===== src/rtl/t1_status_consts.vh =====
// Constants for the T1 status, mask and error counter block.
// Assumes byte offsets on a 32-bit APB, one register per word.
`ifndef T1_STATUS_CONSTS_VH
`define T1_STATUS_CONSTS_VH
// Register indices; byte address is four times the index
`define IDX_STATUS_TWO 8'h21
`define IDX_LCV_HIGH 8'h23
`define IDX_LCV_LOW 8'h24
`define IDX_PCV_HIGH 8'h25
`define IDX_PCV_LOW 8'h26
`define IDX_OOS_LOW 8'h27
`define IDX_MATCH_A 8'h29
`define IDX_MATCH_B 8'h2A
`define IDX_CONTROL 8'h30
`define IDX_ALARM_IN 8'h31
`define IDX_MASK_TWO 8'h6F
`define IDX_MASK_ONE 8'h7F
// Status bit positions
`define BIT_RX_MF 7
`define BIT_TX_MF 6
`define BIT_ONE_S_TICK 5
`define BIT_RX_FULL 4
`define BIT_TX_EMPTY 3
`define BIT_MATCH 2
`define BIT_ABORT 1
`define BIT_CLK_LOST 0
// Control register fields
`define CTL_EXZ 0
`define CTL_B8ZS 1
`define CTL_ESF 2
`define CTL_SIG_FRAMING 3
`define CTL_OOS_MODE 4
// Reset values
`define RST_BYTE 8'h00
// Timing
`define CLK_PERIOD_NS 10
`define MS_PER_TICK_SHORT 999
`define MS_PER_TICK_LONG 1002
`define CLK_LOST_NS 3000
`define CLK_LOST_CYCLES (`CLK_LOST_NS / `CLK_PERIOD_NS)
`define CYCLES_PER_MS (1000000 / `CLK_PERIOD_NS)
`endif


===== src/rtl/t1_status_mask_error_counters.v =====
// Second status register, both mask registers, the three error counters
// and an APB slave for them. Assumes receive-side events arrive as one-cycle
// pulses on the system clock, except rx_sync_lost, which is a level, and rx_clock, an asynchronous pin.
//
// Our own choice: the APB interface to the registers.
`timescale 1ns/1ps
`include "t1_status_consts.vh"

// Contract
// - rx multiframe boundary sets status bit 7
// - tx multiframe boundary sets status bit 6
// - second tick at 999, 999, 1002 ms
// - full received datalink byte sets bit 4
// - transmit datalink buffer emptied sets bit 3
// - received byte equal to match byte sets bit 2
// - eight ones in datalink set bit 1
// - rx clock stalled about 3 us sets bit 0
// - mask one gates alarm bits, 1 enables
// - mask two gates status bits, 1 enables
// - counters transferred to readable registers each second
// - counters saturate, never wrap
// - 16-bit line count at 0x23 and 0x24
// - line count: BPVs, optional excess-zero runs
// - line counter counts even when out of sync
// - path count CRC6 or framing bit errors
// - path counter halts while out of sync
// - path count nibble at 0x25, low at 0x26
// - oos mode counts out-of-sync multiframes always
// - alternate mode counts frame pattern errors in sync
// - 12-bit oos count, nibble high 0x25, low 0x27
// - active-low interrupt on enabled event
module t1_status_mask_error_counters #(
    parameter integer MS_CYCLES = `CYCLES_PER_MS,
    parameter integer LOST_CYCLES = `CLK_LOST_CYCLES
) (
    // Clock and reset
    input wire clock,
    input wire rst,
    // APB slave
    input wire psel,
    input wire penable,
    input wire pwrite,
    input wire [11:0] paddr,
    input wire [31:0] pwdata,
    output wire pready,
    output reg [31:0] prdata,
    output wire pslverr,
    // Receive stream events, one-cycle pulses; rx_sync_lost is a level
    input wire rx_multiframe_tick,
    input wire tx_multiframe_tick,
    input wire rx_datalink_bit_valid,
    input wire rx_datalink_bit,
    input wire tx_datalink_empty,
    input wire bipolar_violation,
    input wire zero_subst_word,
    input wire line_zero,
    input wire crc6_error,
    input wire terminal_framing_error,
    input wire signaling_framing_error,
    input wire esf_framing_error,
    input wire rx_sync_lost,
    // Alarm levels from the first status register
    input wire [7:0] alarm_status,
    // Receive clock pin
    input wire rx_clock,
    // Outputs
    output reg int_n,
    output reg [7:0] rx_datalink_byte
);

////////////////////////////////////////////////////////////////////////
// Register map, word index on the APB, byte address four times it
//   0x21  second status, clear on read
//   0x23  line violation count, high byte
//   0x24  line violation count, low byte
//   0x25  out-of-sync nibble high, path nibble low
//   0x26  path violation count, low byte
//   0x27  out-of-sync count, low byte
//   0x29  first datalink match byte
//   0x2A  second datalink match byte
//   0x30  receive control bits
//   0x31  alarm level readback
//   0x6F  second mask, status events
//   0x7F  first mask, alarm levels
// Only the low byte of each word carries data; the upper bits read 0.
// Unmapped words answer with pslverr and read as zero.
// Writes to read-only words are dropped without an error.

////////////////////////////////////////////////////////////////////////
// Bus decode
// One decoder shared by the write path and the read mux
function [5:0] sel_of;
    input [11:0] a;
    begin
        if (a[11:2] == {2'b00, `IDX_STATUS_TWO}) sel_of = 6'd1;
        else if (a[11:2] == {2'b00, `IDX_LCV_HIGH}) sel_of = 6'd2;
        else if (a[11:2] == {2'b00, `IDX_LCV_LOW}) sel_of = 6'd3;
        else if (a[11:2] == {2'b00, `IDX_PCV_HIGH}) sel_of = 6'd4;
        else if (a[11:2] == {2'b00, `IDX_PCV_LOW}) sel_of = 6'd5;
        else if (a[11:2] == {2'b00, `IDX_OOS_LOW}) sel_of = 6'd6;
        else if (a[11:2] == {2'b00, `IDX_MATCH_A}) sel_of = 6'd7;
        else if (a[11:2] == {2'b00, `IDX_MATCH_B}) sel_of = 6'd8;
        else if (a[11:2] == {2'b00, `IDX_CONTROL}) sel_of = 6'd9;
        else if (a[11:2] == {2'b00, `IDX_ALARM_IN}) sel_of = 6'd10;
        else if (a[11:2] == {2'b00, `IDX_MASK_TWO}) sel_of = 6'd11;
        else if (a[11:2] == {2'b00, `IDX_MASK_ONE}) sel_of = 6'd12;
        else sel_of = 6'd0;
    end
endfunction

wire [5:0] sel = sel_of(paddr);
wire access = psel & penable;
wire wr = access & pwrite;
wire rd = access & ~pwrite;
assign pready = 1'b1; // Zero wait states
assign pslverr = access & (sel == 6'd0);

reg [7:0] mask_one_q;
reg [7:0] mask_two_q;
reg [7:0] match_a_q;
reg [7:0] match_b_q;
reg [4:0] control_q;

// Writable registers; read-only ones ignore writes
always @(posedge clock or posedge rst) begin
    if (rst) begin
        mask_one_q <= `RST_BYTE;
        mask_two_q <= `RST_BYTE;
        match_a_q <= `RST_BYTE;
        match_b_q <= `RST_BYTE;
        control_q <= 5'h00;
    end else if (wr) begin
        if (sel == 6'd12) mask_one_q <= pwdata[7:0];
        else if (sel == 6'd11) mask_two_q <= pwdata[7:0];
        else if (sel == 6'd7) match_a_q <= pwdata[7:0];
        else if (sel == 6'd8) match_b_q <= pwdata[7:0];
        else if (sel == 6'd9) control_q <= pwdata[4:0];
    end
end

wire exz_on = control_q[`CTL_EXZ];
wire b8zs_on = control_q[`CTL_B8ZS];
wire esf_on = control_q[`CTL_ESF];
wire sig_fe_on = control_q[`CTL_SIG_FRAMING];
wire oos_mode = control_q[`CTL_OOS_MODE];

////////////////////////////////////////////////////////////////////////
// One-second timer: ms counter, then 999/999/1002 pattern
// Long third second keeps three ticks at exactly three seconds.
// Runs from reset with no software start, so the first tick
// comes one short second after reset is released.
// MS_CYCLES is shortened in simulation to keep runs brief.
reg [31:0] ms_cnt_q;
reg [10:0] ms_in_sec_q;
reg [1:0] phase_q;
wire ms_tick = (ms_cnt_q == MS_CYCLES - 1);
wire [10:0] sec_len = (phase_q == 2'd2) ? 11'd`MS_PER_TICK_LONG : 11'd`MS_PER_TICK_SHORT;
wire sec_tick = ms_tick & (ms_in_sec_q == sec_len - 11'd1);

always @(posedge clock or posedge rst) begin
    if (rst) begin
        ms_cnt_q <= 32'h00000000;
        ms_in_sec_q <= 11'h000;
        phase_q <= 2'd0;
    end else begin
        ms_cnt_q <= ms_tick ? 32'h00000000 : ms_cnt_q + 32'h00000001;
        if (sec_tick) begin
            ms_in_sec_q <= 11'h000;
            phase_q <= (phase_q == 2'd2) ? 2'd0 : phase_q + 2'd1;
        end else if (ms_tick) begin
            ms_in_sec_q <= ms_in_sec_q + 11'd1;
        end
    end
end

////////////////////////////////////////////////////////////////////////
// Receive clock watch: two-flop sync, then transition timeout
// Third flop only serves the edge detect, never the first stage.
// Timeout counter stops at its limit so it cannot wrap and
// falsely clear the lost flag on a long stall.
// Sync delay adds about two cycles to the detection time.
reg rxc_s1_q;
reg rxc_s2_q;
reg rxc_s3_q;
reg [15:0] still_q;
wire rxc_edge = rxc_s2_q ^ rxc_s3_q;
wire clk_lost = (still_q >= LOST_CYCLES);

always @(posedge clock or posedge rst) begin
    if (rst) begin
        rxc_s1_q <= 1'b0;
        rxc_s2_q <= 1'b0;
        rxc_s3_q <= 1'b0;
        still_q <= 16'h0000;
    end else begin
        rxc_s1_q <= rx_clock;
        rxc_s2_q <= rxc_s1_q;
        rxc_s3_q <= rxc_s2_q;
        if (rxc_edge) still_q <= 16'h0000;
        else if (!clk_lost) still_q <= still_q + 16'h0001;
    end
end

////////////////////////////////////////////////////////////////////////
// Receive datalink: LSB first shifter, full, match, abort
// Bits arrive LSB first, so each new bit enters at the top.
// Byte count is free running; the framer must not drop bits
// inside a byte or the boundaries slip for good.
// Abort counts ones across byte boundaries, not per byte.
// Full and abort are one-cycle pulses into the status latch.
reg [7:0] shift_q;
reg [2:0] bit_cnt_q;
reg [2:0] ones_q;
reg full_q;
reg abort_q;
wire [7:0] shift_d = {rx_datalink_bit, shift_q[7:1]};

always @(posedge clock or posedge rst) begin
    if (rst) begin
        shift_q <= `RST_BYTE;
        bit_cnt_q <= 3'd0;
        ones_q <= 3'd0;
        full_q <= 1'b0;
        abort_q <= 1'b0;
        rx_datalink_byte <= `RST_BYTE;
    end else begin
        full_q <= 1'b0;
        abort_q <= 1'b0;
        if (rx_datalink_bit_valid) begin
            shift_q <= shift_d;
            bit_cnt_q <= bit_cnt_q + 3'd1;
            if (bit_cnt_q == 3'd7) begin
                full_q <= 1'b1;
                rx_datalink_byte <= shift_d;
            end
            if (!rx_datalink_bit) ones_q <= 3'd0;
            else if (ones_q == 3'd7) begin
                abort_q <= 1'b1;
                ones_q <= 3'd0;
            end else ones_q <= ones_q + 3'd1;
        end
    end
end

// Compare against the byte just latched, one cycle after full
reg match_q;
always @(posedge clock or posedge rst) begin
    if (rst) match_q <= 1'b0;
    else match_q <= full_q & ((rx_datalink_byte == match_a_q) | (rx_datalink_byte == match_b_q));
end

////////////////////////////////////////////////////////////////////////
// Second status register, clear on read, set wins
// An event in the read cycle survives so it is never lost;
// the host then sees it on its next read.
// Clock lost is a level and re-sets each cycle while stalled.
wire [7:0] ev;
assign ev[`BIT_RX_MF] = rx_multiframe_tick;
assign ev[`BIT_TX_MF] = tx_multiframe_tick;
assign ev[`BIT_ONE_S_TICK] = sec_tick;
assign ev[`BIT_RX_FULL] = full_q;
assign ev[`BIT_TX_EMPTY] = tx_datalink_empty;
assign ev[`BIT_MATCH] = match_q;
assign ev[`BIT_ABORT] = abort_q;
assign ev[`BIT_CLK_LOST] = clk_lost;

reg [7:0] status_q;
wire status_rd = rd & (sel == 6'd1);
always @(posedge clock or posedge rst) begin
    if (rst) status_q <= `RST_BYTE;
    else status_q <= (status_rd ? 8'h00 : status_q) | ev;
end

// Pending sources after masking, 1 in a mask enables
wire status_pending = |(status_q & mask_two_q);
wire alarm_pending = |(alarm_status & mask_one_q);

// Interrupt from both masks, registered so the pin never glitches
// Alarm levels are not latched here: they drop with their condition.
always @(posedge clock or posedge rst) begin
    if (rst) int_n <= 1'b1;
    else int_n <= ~(status_pending | alarm_pending);
end

////////////////////////////////////////////////////////////////////////
// Error accumulators
// Accumulators run through the second; the readable copies
// only change at the tick, so the host has a full second to
// read both bytes of a count without tearing.
// An event in the tick cycle itself is dropped; that is one
// event per second at most, traded for a simpler transfer.
// Only the 16-bit line count can realistically saturate.
// Out-of-sync mode counts a multiframe if sync was lost at
// any time during it, including its closing boundary.
reg [15:0] lcv_acc_q;
reg [11:0] pcv_acc_q;
reg [11:0] oos_acc_q;
reg [15:0] lcv_q;
reg [11:0] pcv_q;
reg [11:0] oos_q;
reg [4:0] zeros_q;
reg oos_seen_q;

// Zero runs: 8 with substitution, 16 without
wire [4:0] zero_limit = b8zs_on ? 5'd8 : 5'd16;
wire zero_run = exz_on & line_zero & (zeros_q == zero_limit - 5'd1);
wire lcv_ev = (bipolar_violation & ~(b8zs_on & zero_subst_word)) | zero_run;
wire pcv_ev = ~rx_sync_lost & (esf_on ? crc6_error
              : (terminal_framing_error | (sig_fe_on & signaling_framing_error)));
wire oos_ev = oos_mode ? (rx_multiframe_tick & (rx_sync_lost | oos_seen_q))
              : (~rx_sync_lost & (esf_on ? esf_framing_error : terminal_framing_error));

always @(posedge clock or posedge rst) begin
    if (rst) begin
        lcv_acc_q <= 16'h0000;
        pcv_acc_q <= 12'h000;
        oos_acc_q <= 12'h000;
        lcv_q <= 16'h0000;
        pcv_q <= 12'h000;
        oos_q <= 12'h000;
        zeros_q <= 5'd0;
        oos_seen_q <= 1'b0;
    end else begin
        if (!line_zero || zero_run) zeros_q <= 5'd0;
        else if (line_zero) zeros_q <= zeros_q + 5'd1;
        if (rx_multiframe_tick) oos_seen_q <= rx_sync_lost;
        else if (rx_sync_lost) oos_seen_q <= 1'b1;
        if (sec_tick) begin
            lcv_q <= lcv_acc_q;
            pcv_q <= pcv_acc_q;
            oos_q <= oos_acc_q;
            lcv_acc_q <= 16'h0000;
            pcv_acc_q <= 12'h000;
            oos_acc_q <= 12'h000;
        end else begin
            if (lcv_ev && lcv_acc_q != 16'hFFFF) lcv_acc_q <= lcv_acc_q + 16'h0001;
            if (pcv_ev && pcv_acc_q != 12'hFFF) pcv_acc_q <= pcv_acc_q + 12'h001;
            if (oos_ev && oos_acc_q != 12'hFFF) oos_acc_q <= oos_acc_q + 12'h001;
        end
    end
end

////////////////////////////////////////////////////////////////////////
// Read mux
// Combinational and zero outside a read access, so the bus
// shows nothing stale; reading status clears it at the same edge.
// Shared address 0x25 packs both counters' high nibbles.
always @* begin
    prdata = 32'h00000000;
    if (rd) begin
        if (sel == 6'd1) prdata[7:0] = status_q;
        else if (sel == 6'd2) prdata[7:0] = lcv_q[15:8];
        else if (sel == 6'd3) prdata[7:0] = lcv_q[7:0];
        else if (sel == 6'd4) prdata[7:0] = {oos_q[11:8], pcv_q[11:8]};
        else if (sel == 6'd5) prdata[7:0] = pcv_q[7:0];
        else if (sel == 6'd6) prdata[7:0] = oos_q[7:0];
        else if (sel == 6'd7) prdata[7:0] = match_a_q;
        else if (sel == 6'd8) prdata[7:0] = match_b_q;
        else if (sel == 6'd9) prdata[4:0] = control_q;
        else if (sel == 6'd10) prdata[7:0] = alarm_status;
        else if (sel == 6'd11) prdata[7:0] = mask_two_q;
        else if (sel == 6'd12) prdata[7:0] = mask_one_q;
    end
end

endmodule // t1_status_mask_error_counters


===== config.mk =====
export PLATFORM = sky130hd
export DESIGN_NAME = t1_status_mask_error_counters
export DESIGN_NICKNAME = d
export VERILOG_FILES = /design/src/rtl/t1_status_mask_error_counters.v
export VERILOG_INCLUDE_DIRS = /design/src /design/src/rtl
export SDC_FILE = /design/constraint.sdc
export NUM_CORES = 1
export LEC_CHECK = 0
export ABC_AREA = 1
export ABC_CLOCK_PERIOD_IN_PS = 18100
export BUFFER_PORTS_ARGS = -buffer_cell sky130_fd_sc_hd__buf_4
export CORE_UTILIZATION = 60
export CTS_BUF_LIST = sky130_fd_sc_hd__clkbuf_4
export DETAILED_ROUTE_END_ITERATION = 10
export MAX_ROUTING_LAYER = met4
export PLACE_DENSITY_LB_ADDON = 0.2
export SLEW_MARGIN = 20
export SYNTH_ARGS = -nofsm -noshare
export SYNTH_HDL_FRONTEND = slang
export SYNTH_SLANG_ARGS = --single-unit
export TNS_END_PERCENT = 5

===== constraint.sdc =====
create_clock -name clock -period 18.1 [get_ports clock]
set_clock_uncertainty 0.1 [all_clocks]
set_input_delay 1.81 -clock clock [delete_from_list [all_inputs] [get_ports clock]]
set_output_delay 1.81 -clock clock [all_outputs]
set_load 0.01 [all_outputs]

-- Word-level counts from Yosys, hierarchy flattened
Index checks and enable logic that the tools add are counted.
- output and inout port bits: 43
- bits in registers: 221
- word-level logic and storage cells: 185
- multiplexer cells: 55
- reduce and logical (&&, ||, !) cells: 20
- bitwise operators: 32
- equal/unequal tests: 36
- order comparisons: 1
- add/subtract/negate cells: 12
- operator list (operator ; number):
    two-way mux 8 bit ; 13
    == test 10 x 6 -> 1 bit (second input constant) ; 10
    two-way mux 16 bit ; 4
    two-way mux 4 bit ; 13
    two-way mux 12 bit ; 4
    adder 16 x 1 -> 16 bit (second input constant) ; 2
    adder 32 x 1 -> 32 bit (second input constant) ; 1
    == test 32 x 17 -> 1 bit (second input constant) ; 1
    two-way mux 32 bit ; 1
    == test 6 x 4 -> 1 bit (second input constant) ; 5
    adder 12 x 1 -> 12 bit (second input constant) ; 2
    == test 6 x 3 -> 1 bit (second input constant) ; 4
    inequality test 12 bit (second input constant) ; 2
    two-way mux 11 bit ; 2
    == test 10 x 7 -> 1 bit (second input constant) ; 2
    two-way mux 5 bit ; 4
    bitwise AND 8 bit ; 2
    == test 8 bit ; 2
    >= comparator 16 x 9 -> 1 bit (second input constant) ; 1
    inequality test 16 bit (second input constant) ; 1
    OR reduction 8 bit ; 2
    bitwise AND 1 bit ; 15
    == test 6 x 2 -> 1 bit (second input constant) ; 2
    nonzero test 2 bit ; 6
    other kinds (28) ; 55

-- Longest topological paths before layout
Gate-level depths: netlist (run 1).
- depth in word-level cells: 27
- gate-level depth with buffers: 16

-- Least setup slack after synthesis (run 1)
No wires, ideal clock.
- path kind: input -> output
- from: input paddr[7]
- to: output pslverr
- arrival: 3.063 ns
- cell stages on the path: 10
- slack: 13.127 ns
- cells stage by stage: inv_1 -> nor2_4 -> nand2_2 -> nor2_4 -> nand2_1 -> buf_2 -> nand2_1 -> nor4_1 -> nand4_1 -> nor3_1
- cells in the longest elaborated chain, start to end: 15
- ends and longest elaborated chain (item ; line ; source):
    from (decl) ; t1_status_mask_error_counters.v:43 ; input wire [11:0] paddr,
    == test 10 x 7 -> 1 bit ; t1_status_mask_error_counters.v:106 ; else if (a[11:2] == {2'b00, `IDX_MASK_ONE}) sel_of = 6'd12;
    two-way mux 4 bit ; t1_status_mask_error_counters.v:106 ;
    two-way mux 4 bit ; t1_status_mask_error_counters.v:105 ; else if (a[11:2] == {2'b00, `IDX_MASK_TWO}) sel_of = 6'd11;
    two-way mux 4 bit ; t1_status_mask_error_counters.v:104 ; else if (a[11:2] == {2'b00, `IDX_ALARM_IN}) sel_of = 6'd10;
    two-way mux 4 bit ; t1_status_mask_error_counters.v:103 ; else if (a[11:2] == {2'b00, `IDX_CONTROL}) sel_of = 6'd9;
    two-way mux 4 bit ; t1_status_mask_error_counters.v:102 ; else if (a[11:2] == {2'b00, `IDX_MATCH_B}) sel_of = 6'd8;
    two-way mux 4 bit ; t1_status_mask_error_counters.v:101 ; else if (a[11:2] == {2'b00, `IDX_MATCH_A}) sel_of = 6'd7;
    two-way mux 4 bit ; t1_status_mask_error_counters.v:100 ; else if (a[11:2] == {2'b00, `IDX_OOS_LOW}) sel_of = 6'd6;
    two-way mux 4 bit ; t1_status_mask_error_counters.v:99 ; else if (a[11:2] == {2'b00, `IDX_PCV_LOW}) sel_of = 6'd5;
    two-way mux 4 bit ; t1_status_mask_error_counters.v:98 ; else if (a[11:2] == {2'b00, `IDX_PCV_HIGH}) sel_of = 6'd4;
    two-way mux 4 bit ; t1_status_mask_error_counters.v:97 ; else if (a[11:2] == {2'b00, `IDX_LCV_LOW}) sel_of = 6'd3;
    two-way mux 4 bit ; t1_status_mask_error_counters.v:96 ; else if (a[11:2] == {2'b00, `IDX_LCV_HIGH}) sel_of = 6'd2;
    two-way mux 4 bit (*) ; t1_status_mask_error_counters.v:95 ; if (a[11:2] == {2'b00, `IDX_STATUS_TWO}) sel_of = 6'd1;
    logical NOT 6 bit (*) ; t1_status_mask_error_counters.v:116 ; assign pslverr = access & (sel == 6'd0);
    bitwise AND 1 bit (*) ; t1_status_mask_error_counters.v:116 ;
    to (decl) ; t1_status_mask_error_counters.v:47 ; output wire pslverr,
Every way passes the cells marked *; elsewhere a longest branch is shown, timed or not.

-- Worst setup path in the final report (run 1)
- from: input paddr[11]
- to: output prdata[4]
- cells in the longest elaborated chain, start to end: 27
- ends and longest elaborated chain (item ; line ; source):
    == test 10 x 7 -> 1 bit ; t1_status_mask_error_counters.v:106 ;
    two-way mux 4 bit ; t1_status_mask_error_counters.v:106 ;
    two-way mux 4 bit ; t1_status_mask_error_counters.v:105 ;
    two-way mux 4 bit ; t1_status_mask_error_counters.v:104 ;
    two-way mux 4 bit ; t1_status_mask_error_counters.v:103 ;
    two-way mux 4 bit ; t1_status_mask_error_counters.v:102 ;
    two-way mux 4 bit ; t1_status_mask_error_counters.v:101 ;
    two-way mux 4 bit ; t1_status_mask_error_counters.v:100 ;
    (+11 left out) ; -- ;
    two-way mux 8 bit ; t1_status_mask_error_counters.v:357 ; else if (sel == 6'd7) prdata[7:0] = match_a_q;
    two-way mux 8 bit ; t1_status_mask_error_counters.v:356 ; else if (sel == 6'd6) prdata[7:0] = oos_q[7:0];
    two-way mux 8 bit ; t1_status_mask_error_counters.v:355 ; else if (sel == 6'd5) prdata[7:0] = pcv_q[7:0];
    two-way mux 8 bit ; t1_status_mask_error_counters.v:354 ; else if (sel == 6'd4) prdata[7:0] = {oos_q[11:8], pcv_q[11:8]};
    two-way mux 8 bit ; t1_status_mask_error_counters.v:353 ; else if (sel == 6'd3) prdata[7:0] = lcv_q[7:0];
    two-way mux 8 bit ; t1_status_mask_error_counters.v:352 ; else if (sel == 6'd2) prdata[7:0] = lcv_q[15:8];
    two-way mux 8 bit (*) ; t1_status_mask_error_counters.v:351 ; if (sel == 6'd1) prdata[7:0] = status_q;
    two-way mux 8 bit (*) ; t1_status_mask_error_counters.v:350 ; if (rd) begin
    to (decl) ; t1_status_mask_error_counters.v:46 ; output reg [31:0] prdata,
Marks and branches as above.

==> results of run 1 <==
-- synthesized netlist by cell type, drive strengths merged --
master and number:
a22o 1, inv 212, nor3b 6, or2 5
a221oi 4, clkbuf 12, xnor2 13, xor2 38
o41ai 1, nand4 35, nor4b 1, nor4 20
a21oi 60, o21bai 3, nor3 66, o211a 1
a31oi 2, nand2 358, conb 2, and3 2
o2111ai 2, nand3 58, dfstp 1, o21ai 147
ha 12, o31ai 2, buf 39, a21o 2
nor2 147, o211ai 2, dfrtp 219, a2bb2oi 1
o21a 4, o22ai 6, mux2 2, a211oi 4
-- sequential cells by signal, indices dropped and copies added (netlist names), 11 cells and up --
| name | flops |
|---|---|
| ms_cnt_q | 32 |
| lcv_acc_q | 16 |
| lcv_q | 16 |
| still_q | 16 |
| oos_acc_q | 12 |
| oos_q | 12 |
| pcv_acc_q | 12 |
| pcv_q | 12 |
| ms_in_sec_q | 11 |
-- power by group through the flow --
stage | registers, W | logic [W] | clock network, W
floorplan | 0.000566 | 0.000113 | 0
global placement | 0.000570 | 0.000155 | 0
detailed placement | 0.000571 | 0.000161 | 0
CTS | 0.000562 | 0.000161 | 0.000431
global route | 0.000569 | 0.000186 | 0.000454
finish | 0.000563 | 0.000161 | 0.000421
-- metrics by stage --
stage / hold WS (ps) / setup slack [ps] / cell area, um^2 / std cells
after global routing: 271 / 12230 / 13000 / 1879
after CTS: 261 / 12470 / 13000 / 1878
after floorplan: 231 / 10170 / 11800 / 1513
after global placement: 238 / 12510 / 12300 / 1786
after detailed placement: 248 / 12480 / 12300 / 1786
final: 256 / 12410 / 13000 / 1879
-- cell type report --
cell class | count | share of cell area [%]
Timing Repair Buffer | 64 | 3.70
Clock inverter | 8 | 0.434
Sequential cell | 220 | 42.4
Multi-Input combinational cell | 1030 | 39.9
Antenna cell | 1 | 0.0193
Inverter | 212 | 6.22
Clock buffer | 84 | 4.86
Tap cell | 260 | 2.51
-- cells in the final DEF, fill, tap and decap left out, types with 2 or more instances in the layout --
master | synthesis | layout
a211oi_1 | 4 | 4
buf_4 | 26 | 64
nand3_1 | 57 | 57
clkbuf_4 | 0 | 84
nor2_2 | 9 | 9
o31ai_1 | 2 | 2
nor3_1 | 63 | 63
a221oi_1 | 4 | 4
o22ai_1 | 6 | 6
nand4_1 | 35 | 35
nor2_4 | 5 | 5
dfrtp_1 | 219 | 219
o21ai_0 | 134 | 134
inv_1 | 203 | 202
nor3b_2 | 2 | 2
ha_1 | 12 | 12
o211ai_1 | 2 | 2
nor4_1 | 18 | 18
nand2_1 | 348 | 348
o21ai_2 | 9 | 9
xor2_1 | 38 | 38
a21oi_1 | 59 | 59
o21ai_1 | 4 | 4
clkinv_1 | 0 | 7
o21bai_1 | 3 | 3
a21o_1 | 2 | 2
conb_1 | 2 | 25
o2111ai_1 | 2 | 2
mux2_2 | 2 | 2
xnor2_1 | 13 | 13
a31oi_1 | 2 | 2
and3_1 | 2 | 2
or2_2 | 5 | 5
nand2_2 | 9 | 9
nor3b_1 | 4 | 4
nor2_1 | 132 | 132
o21a_1 | 4 | 4
inv_2 | 9 | 9
nor3_2 | 3 | 3
-- path summary, 6_finish.rpt --
check | end | cells past startpoint | slack (ps)
setup / recovery | prdata[4] | 15 | 12410
hold / removal | rxc_s2_q$_DFF_PP0_ | 0 | 260
setup reg to reg | lcv_acc_q[1]$_DFFE_PP0P_ | 13 | 15290
hold reg to reg | rxc_s2_q$_DFF_PP0_ | 0 | 260
max in group asynchronous | match_b_q[4]$_DFFE_PP0P_ | 3 | 15290
min in group asynchronous | shift_q[2]$_DFFE_PP0P_ | 2 | 1180
-- routing by layer --
layer | up-vias | share of wire (%) | wire (um)
li1 | 4997 | - | -
met4 | 0 | 2.8 | 782
met2 | 328 | 47 | 12900
met3 | 53 | 6.0 | 1660
met5 | - | 0 | 0
met1 | 4608 | 44 | 12300
-- kinds of logic after synthesis --
logic type / synth area share [%]
buffers and inverters: 9.75
DFF: 46.9
other: 0.0640
muxes: 0.192
xor gates and xnor gates: 3.80
and+or+nand+nor: 26.6
adders and majority gates: 1.28
AOI/OAI and AO/OA: 11.4
-- worst register-to-register path, delay by kind of cell, from the launching register on --
kind	cells	cell delay, ps
and+or+nand+nor	6	520
AOI/OAI and AO/OA	2	300
buffers and inverters	4	1140
DFF	1	400
adders and majority gates	1	300
==> metrics.md, run 1 <==
| Metric | Value |
|---|---|
| CTS clk-pin slew, worst paths | 60 ps |
| Slowest stage delay, CP | 220 ps |
| Setup Fix Bufs, Post-CTS | 0 |
| Switching Fraction | 29.1% |
| Max-cap viol count | 0 |
| Cts hold-fix bufs | 0 |
| RSZ-0062 raised after global routing | false |
| Headroom to the max-slew limit | 36.4% |
| CP Launch Type | input pin |
| Synth warn | 0 |
| Crit Path Class | input pin to output pin |
| DR vias/cell | 5.31 |
| Synth Register Bits | 220 |
| CP delay by family, top | simple AND/OR/NAND/NOR gates |
| Post-DRT Antenna Nets | 0 |
| CTS tree | done |
| Longest Clk Path Bufs | 3 |
| IO buf count | 62 |
| Hold Vio Cnt, Final | 0 |
| P_sw | 0.000333 W |
| Core area | 19000 um^2 |
| Area of the multi-input gates | 5180 um^2 |
| Vias in the first global route | 9629 |
| Pwr Total | 0.00114 W |
| Initial antenna violation count | 1 |
| CTS H-tree lvls | 2 |
| Latest clock arrival within the worst-skew pair | 670 ps |
| Sequential Area | 5510 um^2 |
| Drt drc | 0 |
| Cell-internal power | 0.000812 W |
| Full die area | 20100 um^2 |
| Initial DRC Count | 552 |
| Clk root buf | clkbuf_4 |
| Nets | 1668 |
| Layout area overhead | 10.6% |
| Top Ports | 114 |
| Drt wl/cell | 14.7 um |
| Final WL | 27700 um |
| Library cells used by synthesis | 52 |
| Die Y-Extent | 142 um |
| Largest net degree at the start of global routing | 152 |
| Final TNS setup | 0 ps |
| Row cnt | 50 |
| Core Util, Final | 68.5% |
| Num CTS Buffers | 57 |
| Sequential cell area fraction in the yosys report | 46.9% |
| Fin crit period | 5690 ps |
| All-layer global routing usage | 29.8% |
| Clock power share | 36.7% |
| Worst Path Max Fanout | 6 |
| Area contributors post-synth | dfrtp_1 47%, nand2_1 11%, inv_1 6.5% |
| Pre-antenna DRT Iters | 5 |
| Fmax | 0.176 GHz |
| M2 GR Usage | 47.2% |
| Critical path required time | 16190 ps |
| Slowest-stage cell, CP | inv_1 |
| Number of fill cells | 1622 |
| GR Overflow Total | 0 |
| R2R Path Start | ms_cnt_q[0]$_DFF_PP0_ |
| Met3 Resource Use GR | 4.72% |
| Pwr dens | 88.1 nW/um^2 |
| Met1 global-route usage | 38.9% |
| HP Class | flop to flop |
| Initial Util | 61.9% |
| Status | finished clean |
| Critical path arrival | 3780 ps |
| Actual slew at the worst max-slew pin | 949 ps |
| Global routing's busiest layer | met2 |
| Share of the synthesized area in the top cell type | 46.7% |
| Final Slew Violations | 0 |
| Post-detail-place hpwl | 19900 um |
| Buf/Inv on CP | 3 |
| Final setup violation count | 0 |
| Synthesized instance count | 1490 |
| Comb pwr share | 14.0% |
| Synth area leader | dfrtp_1 |
| Post_cts resized | 0 |
| Final period util | 31.4% |
| Global-route wire length before repair | 46100 um |
| Crit path top cell by count | nand2_1 |
| Seq pwr share | 49.2% |
| Vias | 9986 |
| Worst min-delay path startpoint | rxc_s1_q$_DFF_PP0_ |
| Die X | 142 um |
| Syn_area_per_cell | 7.88 um^2 |
| Share of layout cells above drive strength 1 | 13.0% |
| Max IR drop VDD | 0.0580 mV |
| Critical Path End Type | output pin |
| Crit-path cells | buf_4 -> nor2_2 -> nand2_1 -> nor2_1 -> nand3_1 -> inv_1 -> a21oi_1 -> nand2_1 -> nand2_1 -> nand2_1 -> nand2_1 -> nand3_1 -> nand2_1 -> a21oi_1 -> buf_4 |
| Leakage | 6.34 nW |
| Post-synthesis cell area | 11700 um^2 |
| Critical Path Source | paddr[11] |
| Clk sinks | 220 |
| Final GP Congestion | 0.958 |
Note: power is estimated with default switching activity, not from simulation.
==> run 2, diff against run 1 <==
--- a/config.mk
+++ b/config.mk
@@ -6,8 +6,8 @@
 export SDC_FILE = /design/constraint.sdc
 export NUM_CORES = 1
 export LEC_CHECK = 0
-export ABC_AREA = 1
-export ABC_CLOCK_PERIOD_IN_PS = 18100
+export ABC_AREA = 0
+export ABC_CLOCK_PERIOD_IN_PS = 5400
 export BUFFER_PORTS_ARGS = -buffer_cell sky130_fd_sc_hd__buf_4
 export CORE_UTILIZATION = 60
 export CTS_BUF_LIST = sky130_fd_sc_hd__clkbuf_4
==> constraint.sdc (replaced) <==
create_clock -name clock -period 5.4 [get_ports clock]
set_clock_uncertainty 0.1 [all_clocks]
set_input_delay 0.54 -clock clock [delete_from_list [all_inputs] [get_ports clock]]
set_output_delay 0.54 -clock clock [all_outputs]
set_load 0.01 [all_outputs]
==> metrics.md, run 2 <==
| Metric | Value |
|---|---|
| Status | finished clean |
| Final period util | 69.0% |
| Synth warn | 0 |
| Longest Clk Path Bufs | 3 |
| Global-route wire length before repair | 42900 um |
| Crit Path Class | input pin to output pin |
| RSZ-0062 raised after global routing | false |
| Drt drc | 0 |
| Critical Path Source | paddr[11] |
| Full die area | 19600 um^2 |
| Most flop-heavy register | ms_cnt_q |
| GR Overflow Total | 0 |
| Post-synthesis cell area | 11400 um^2 |
| Actual slew at the worst max-slew pin | 1090 ps |
| FF-to-FF setup slack | 1940 ps |
| Ys async rst share | 100% |
| CTS H-tree lvls | 2 |
| Leakage | 5.72 nW |
| Fmax | 0.268 GHz |
| Die X | 140 um |
| Final GP Congestion | 0.957 |
| Critical path required time | 4760 ps |
| Clk root buf | clkbuf_4 |
| All-layer global routing usage | 28.4% |
| Max FFs per register | 32 |
| IO buf count | 62 |
| Slowest stage delay, CP | 820 ps |
| Number of synthesized flops with an enable pin | 0 |
| Vias in the first global route | 8499 |
| Final WL | 25800 um |
| Count leader, synth | dfrtp_1 |
| Num CTS Buffers | 57 |
| Top FF cell, synth | dfrtp_1 |
| Share of layout cells above drive strength 1 | 23.3% |
| Core area | 18700 um^2 |
| Final Slew Violations | 0 |
| CTS clk-pin slew, worst paths | 70 ps |
| Critical Path End Type | output pin |
| Clk sinks | 220 |
| Row cnt | 50 |
| Hold Vio Cnt, Final | 0 |
| Crit path top cell by count | buf_4 |
| Syn_area_per_cell | 10.6 um^2 |
| Nets | 1240 |
| Synth Register Bits | 220 |
| Critical Path Stages | 7 |
| Critical path arrival | 3090 ps |
| Crit-path cells | buf_4 -> or4_1 -> nor3_1 -> a22oi_1 -> o221a_2 -> o21ai_0 -> buf_4 |
| Commonest cells post-synth | 219 x dfrtp_1, 96 x mux2_2, 82 x nor2_1, 77 x xnor2_1, 69 x nand2_1 |
| Buf/Inv on CP | 2 |
| CTS tree | done |
| Initial Util | 61.0% |
| Area contributors post-synth | dfrtp_1 48%, mux2_2 9.5%, xnor2_1 5.9% |
| Pre-antenna DRT Iters | 5 |
| Drt wl/cell | 18.0 um |
| Worst Path Max Fanout | 17 |
| Critical path endpoint | prdata[4] |
| Die Y-Extent | 140 um |
| FF-to-FF End | pcv_q[11]$_DFFE_PP0P_ |
| DR vias/cell | 6.07 |
| Commonest non-fill, non-tap cell in the layout | dfrtp_1 |
| Max IR drop VDD | 0.248 mV |
| # diodes | 0 |
| Synthesized instance count | 1073 |
| Final setup violation count | 0 |
| Commonest non-fill, non-tap cells in the layout | 219 x dfrtp_1, 96 x mux2_2, 83 x clkbuf_4, 82 x nor2_1, 77 x xnor2_1 |
| HP Class | input pin to flop |
| Max-cap viol count | 0 |
| R2R Path Start | ms_cnt_q[0]$_DFF_PP0_ |
| Top Ports | 114 |
| CP delay by family, top | simple AND/OR/NAND/NOR gates |
| Vias | 8705 |
| CP Launch Type | input pin |
| Synth area leader | dfrtp_1 |
| Largest net degree at the start of global routing | 189 |
| Initial antenna violation count | 0 |
| Latest clock arrival within the worst-skew pair | 700 ps |
| Post-detail-place hpwl | 17900 um |
| Sequential cell area fraction in the yosys report | 48.2% |
| Final TNS setup | 0 ps |
| Pwr dens | 312 nW/um^2 |
| Initial DRC Count | 632 |
| Headroom to the max-slew limit | 26.7% |
| R2R cell count | 6 |
| DP Worst Slack | 1760 ps |
| Final worst setup slack | 1670 ps |
| Layout area overhead | 10.9% |
| Slowest-stage cell, CP | or4_1 |
| Share of the synthesized area in the top cell type | 48.0% |
| Library cells used by synthesis | 76 |
| Fin crit period | 3730 ps |
| Post-DRT Antenna Nets | 0 |
## run 2: worst min-delay path by stage
stage,startpoint,endpoint,slack (ps),depth (start not counted)
2_1_floorplan,rxc_s1_q$_DFF_PP0_,rxc_s2_q$_DFF_PP0_,230,0
3_3_place_gp,rxc_s1_q$_DFF_PP0_,rxc_s2_q$_DFF_PP0_,290,0
3_5_place_dp,rxc_s1_q$_DFF_PP0_,rxc_s2_q$_DFF_PP0_,290,0
4_1_cts,rx_datalink_bit,rx_datalink_byte[7]$_DFFE_PP0P_,7,2
5_1_grt,rx_datalink_bit,rx_datalink_byte[7]$_DFFE_PP0P_,20,2
6_report,pwdata[7],match_a_q[7]$_DFFE_PP0P_,60,2
## run 2: area by class of cell
| type | count | area, um^2 |
|---|---|---|
| clock buffer | 83 | 623 |
| timing repair buffer | 75 | 591 |
| inverter | 19 | 75.1 |
| fill | 1452 | 6040 |
| sequential | 220 | 5510 |
| multi-input combinational | 784 | 5500 |
| tap | 234 | 293 |
| clock inverter | 18 | 77.6 |
## run 2: through the flow
| step | hold slack [ps] | instance area (um^2) | power, W | cells | util [%] |
|---|---|---|---|---|---|
| floorplan | 231 | 11500 | 0.00241 | 1096 | - |
| global placement | 293 | 11900 | 0.00258 | 1326 | 63.6 |
| detailed placement | 286 | 11900 | 0.00261 | 1326 | 63.6 |
| CTS | 7.33 | 12700 | 0.00399 | 1433 | 67.7 |
| global route | 15.5 | 12700 | 0.00418 | 1433 | 67.7 |
| finish | 56.2 | 12700 | 0.00395 | 1433 | 67.7 |
## run 2: what timing repair did
item | 4_1_cts | 5_1_grt
endpoints found under the hold margin | 37 | 0
hold buffers | 6 | 0
setup buffers | 0 | 0
resized for setup | 0 | 0
## run 2: worst register-to-register path: cells and delay by family (launching register included)
| kind | cells | cell delay [ps] |
|---|---|---|
| AND/OR/NAND/NOR | 4 | 2180 |
| flip-flops | 1 | 380 |
| adder cells (fa/ha/maj) | 1 | 210 |
| multiplexers | 1 | 430 |
## run 2: where the power goes
part	switching, W	total (W)	internal, W
clock	0.000656	0.00136	0.000704
sequential	0.000221	0.00203	0.00180
combinational	0.000278	0.000564	0.000286
total	0.00116	0.00395	0.00280
## run 2: per-layer routing
| metal | share of wire, % | track usage, % | vias to the layer above |
|---|---|---|---|
| met5 | 0 | - | - |
| met4 | 2.5 | 9.43 | 0 |
| met3 | 6.1 | 4.99 | 72 |
| met2 | 45 | 41.8 | 308 |
| met1 | 46 | 39.9 | 4272 |
| li1 | - | - | 4053 |
## run 2: logic make-up after synthesis
logic type | after synthesis | synth area share, %
XOR/XNOR | 102 | 7.82
AND/OR/NAND/NOR | 384 | 18.2
multiplexers | 105 | 10.5
AO/OA/AOI/OAI | 156 | 9.38
adder cells (fa/ha/maj) | 12 | 1.31
other | 2 | 0.0658
flip-flops | 220 | 48.2
buffers and inverters | 92 | 4.51
==> run 3, diff against run 2 <==
--- a/config.mk
+++ b/config.mk
@@ -6,8 +6,8 @@
 export SDC_FILE = /design/constraint.sdc
 export NUM_CORES = 1
 export LEC_CHECK = 0
-export ABC_AREA = 0
-export ABC_CLOCK_PERIOD_IN_PS = 5400
+export ABC_AREA = 1
+export ABC_CLOCK_PERIOD_IN_PS = 3600
 export BUFFER_PORTS_ARGS = -buffer_cell sky130_fd_sc_hd__buf_4
 export CORE_UTILIZATION = 60
 export CTS_BUF_LIST = sky130_fd_sc_hd__clkbuf_4
==> constraint.sdc (replaced) <==
create_clock -name clock -period 3.6 [get_ports clock]
set_clock_uncertainty 0.1 [all_clocks]
set_input_delay 0.36 -clock clock [delete_from_list [all_inputs] [get_ports clock]]
set_output_delay 0.36 -clock clock [all_outputs]
set_load 0.01 [all_outputs]
==> metrics.md, run 3 (synthesized netlist as in run 1, its figures left out) <==
| Metric | Value |
|---|---|
| Status | finished clean |
| Final Slew Violations | 0 |
| Worst min-delay path startpoint | pwrite |
| Die X | 142 um |
| Vias in the first global route | 9847 |
| Final WL | 28300 um |
| Comb pwr share | 14.5% |
| Pre-antenna DRT Iters | 6 |
| Setup Fix Bufs, Post-CTS | 0 |
| Finished Cell Area | 13200 um^2 |
| Full die area | 20100 um^2 |
| Critical path required time | 4110 ps |
| Initial DRC Count | 747 |
| Post-placement cell count | 1788 |
| HP Class | input pin to flop |
| Longest Clk Path Bufs | 3 |
| Cell-internal power | 0.00392 W |
| Sequential Area | 5510 um^2 |
| Fin cells | 1912 |
| Area of the multi-input gates | 5180 um^2 |
| CTS tree | done |
| GR Overflow Total | 0 |
| Latest clock arrival within the worst-skew pair | 690 ps |
| Commonest non-fill, non-tap cell in the layout | nand2_1 |
| Leakage | 6.41 nW |
| RSZ-0062 raised after global routing | false |
| Core Util, Final | 69.6% |
| Crit Path Class | flop to flop |
| Post-DRT Antenna Nets | 0 |
| Clock power share | 35.3% |
| P_sw | 0.00173 W |
| Max IR drop VDD | 0.275 mV |
| Drt drc | 0 |
| Number of fill cells | 1646 |
| Share of layout cells above drive strength 1 | 12.4% |
| Die Y-Extent | 142 um |
| Final period util | 76.7% |
| Clk sinks | 220 |
| Nets | 1691 |
| Post-detail-place hpwl | 20200 um |
| Critical path arrival | 3280 ps |
| Pwr dens | 428 nW/um^2 |
| Max-cap viol count | 0 |
| Core area | 19000 um^2 |
| Critical Path End Type | flop |
| Most flop-heavy register | ms_cnt_q |
| CTS clk-pin slew, worst paths | 70 ps |
| Final worst setup slack | 838 ps |
| Seq pwr share | 50.2% |
| Hold Vio Cnt, Final | 0 |
| Largest net degree at the start of global routing | 142 |
| All-layer global routing usage | 30.2% |
| Fin crit period | 2760 ps |
| Clk root buf | clkbuf_4 |
| Actual slew at the worst max-slew pin | 940 ps |
| Final TNS setup | 0 ps |
| IO buf count | 62 |
| Drt wl/cell | 14.8 um |
| Top Ports | 114 |
| Critical Path Source | mask_one_q[0]$_DFFE_PP0P_ |
| Headroom to the max-slew limit | 37.3% |
| Max FFs per register | 32 |
| Row cnt | 50 |
| Final setup violation count | 0 |
| Layout area overhead | 12.4% |
| DP Worst Slack | 893 ps |
| Area post-placement | 12300 um^2 |
| Num CTS Buffers | 56 |
| Commonest non-fill, non-tap cells in the layout | 348 x nand2_1, 219 x dfrtp_1, 202 x inv_1, 134 x o21ai_0, 132 x nor2_1 |
| CP Launch Type | flop |
| Fmax | 0.362 GHz |
| Initial Util | 61.9% |
| Final GP Congestion | 0.969 |
| Initial antenna violation count | 1 |
| Global-route wire length before repair | 46700 um |
| DR vias/cell | 5.32 |
| Vias | 10200 |
| Worst Path Max Fanout | 3 |
| R2R Path Start | mask_one_q[0]$_DFFE_PP0P_ |
| Switching Fraction | 30.6% |
| CTS H-tree lvls | 2 |
run 3: cell count changes in the layout (fill, tap and decap cells not counted), sizes merged, moves of 16 or more:
cell / delta
a21oi: +37
dlygate4sd3: +16
inv: +193
mux2: -99
nand2: +289
nor2: +63
nor3: +37
o21ai: +112
xnor2: -64
run 3: path summary, 6_finish.rpt:
check / to / slack (ps) / depth (start not counted)
min in group asynchronous: bit_cnt_q[1]$_DFFE_PP0P_ / 650 / 4
max in group asynchronous: lcv_acc_q[9]$_DFFE_PP0P_ / 1620 / 5
min reg2reg: rxc_s2_q$_DFF_PP0_ / 250 / 0
min: status_q[7]$_DFF_PP0_ / 140 / 4
max reg2reg: int_n$_DFF_PP1_ / 840 / 8
max: int_n$_DFF_PP1_ / 840 / 8
run 3: routing by layer:
| metal | up-vias | GRT usage (%) | part of all wire, % |
|---|---|---|---|
| li1 | 5053 | - | - |
| met1 | 4727 | 38.2 | 44 |
| met3 | 73 | 5.06 | 6.0 |
| met4 | 0 | 13.4 | 3.3 |
| met2 | 319 | 48.1 | 47 |
| met5 | - | - | 0 |
run 3: cell type report:
| class | instances | area share, % |
|---|---|---|
| Sequential cell | 220 | 41.7 |
| Multi-Input combinational cell | 1030 | 39.2 |
| Inverter | 212 | 6.06 |
| Timing Repair Buffer | 88 | 5.52 |
| Clock buffer | 72 | 4.10 |
| Tap cell | 260 | 2.47 |
| Clock inverter | 29 | 0.863 |
| Antenna cell | 1 | 0.0190 |
run 3: power groups by stage:
stage	Clock [W]	Sequential (W)	Combinational, W
floorplan	0	0.00285	0.000567
global placement	0	0.00287	0.000775
detailed placement	0	0.00288	0.000800
CTS	0.00204	0.00283	0.000825
global route	0.00218	0.00285	0.000944
finish	0.00199	0.00283	0.000821
run 3: repair_timing:
action,in CTS,in global routing
resized for setup,0,0
hold buffers,22,0
endpoints found under the hold margin,209,0
run 3: metrics by stage:
stage | total power [W] | hold WS, ps
2_1_floorplan | 0.00341 | 231
5_1_grt | 0.00597 | 144
4_1_cts | 0.00569 | 93.2
3_3_place_gp | 0.00364 | 163
6_report | 0.00565 | 137
3_5_place_dp | 0.00368 | 167
run 3: worst max-delay path, cell delays in order, from the launching register on:
cell and delay, ps:
dfrtp_1 410, nand2_1 80, nand2_1 60, a221oi_1 190
dlygate4sd3_1 590, nand2_1 50, dlygate4sd3_1 550, nor2_1 110
dlygate4sd3_1 570
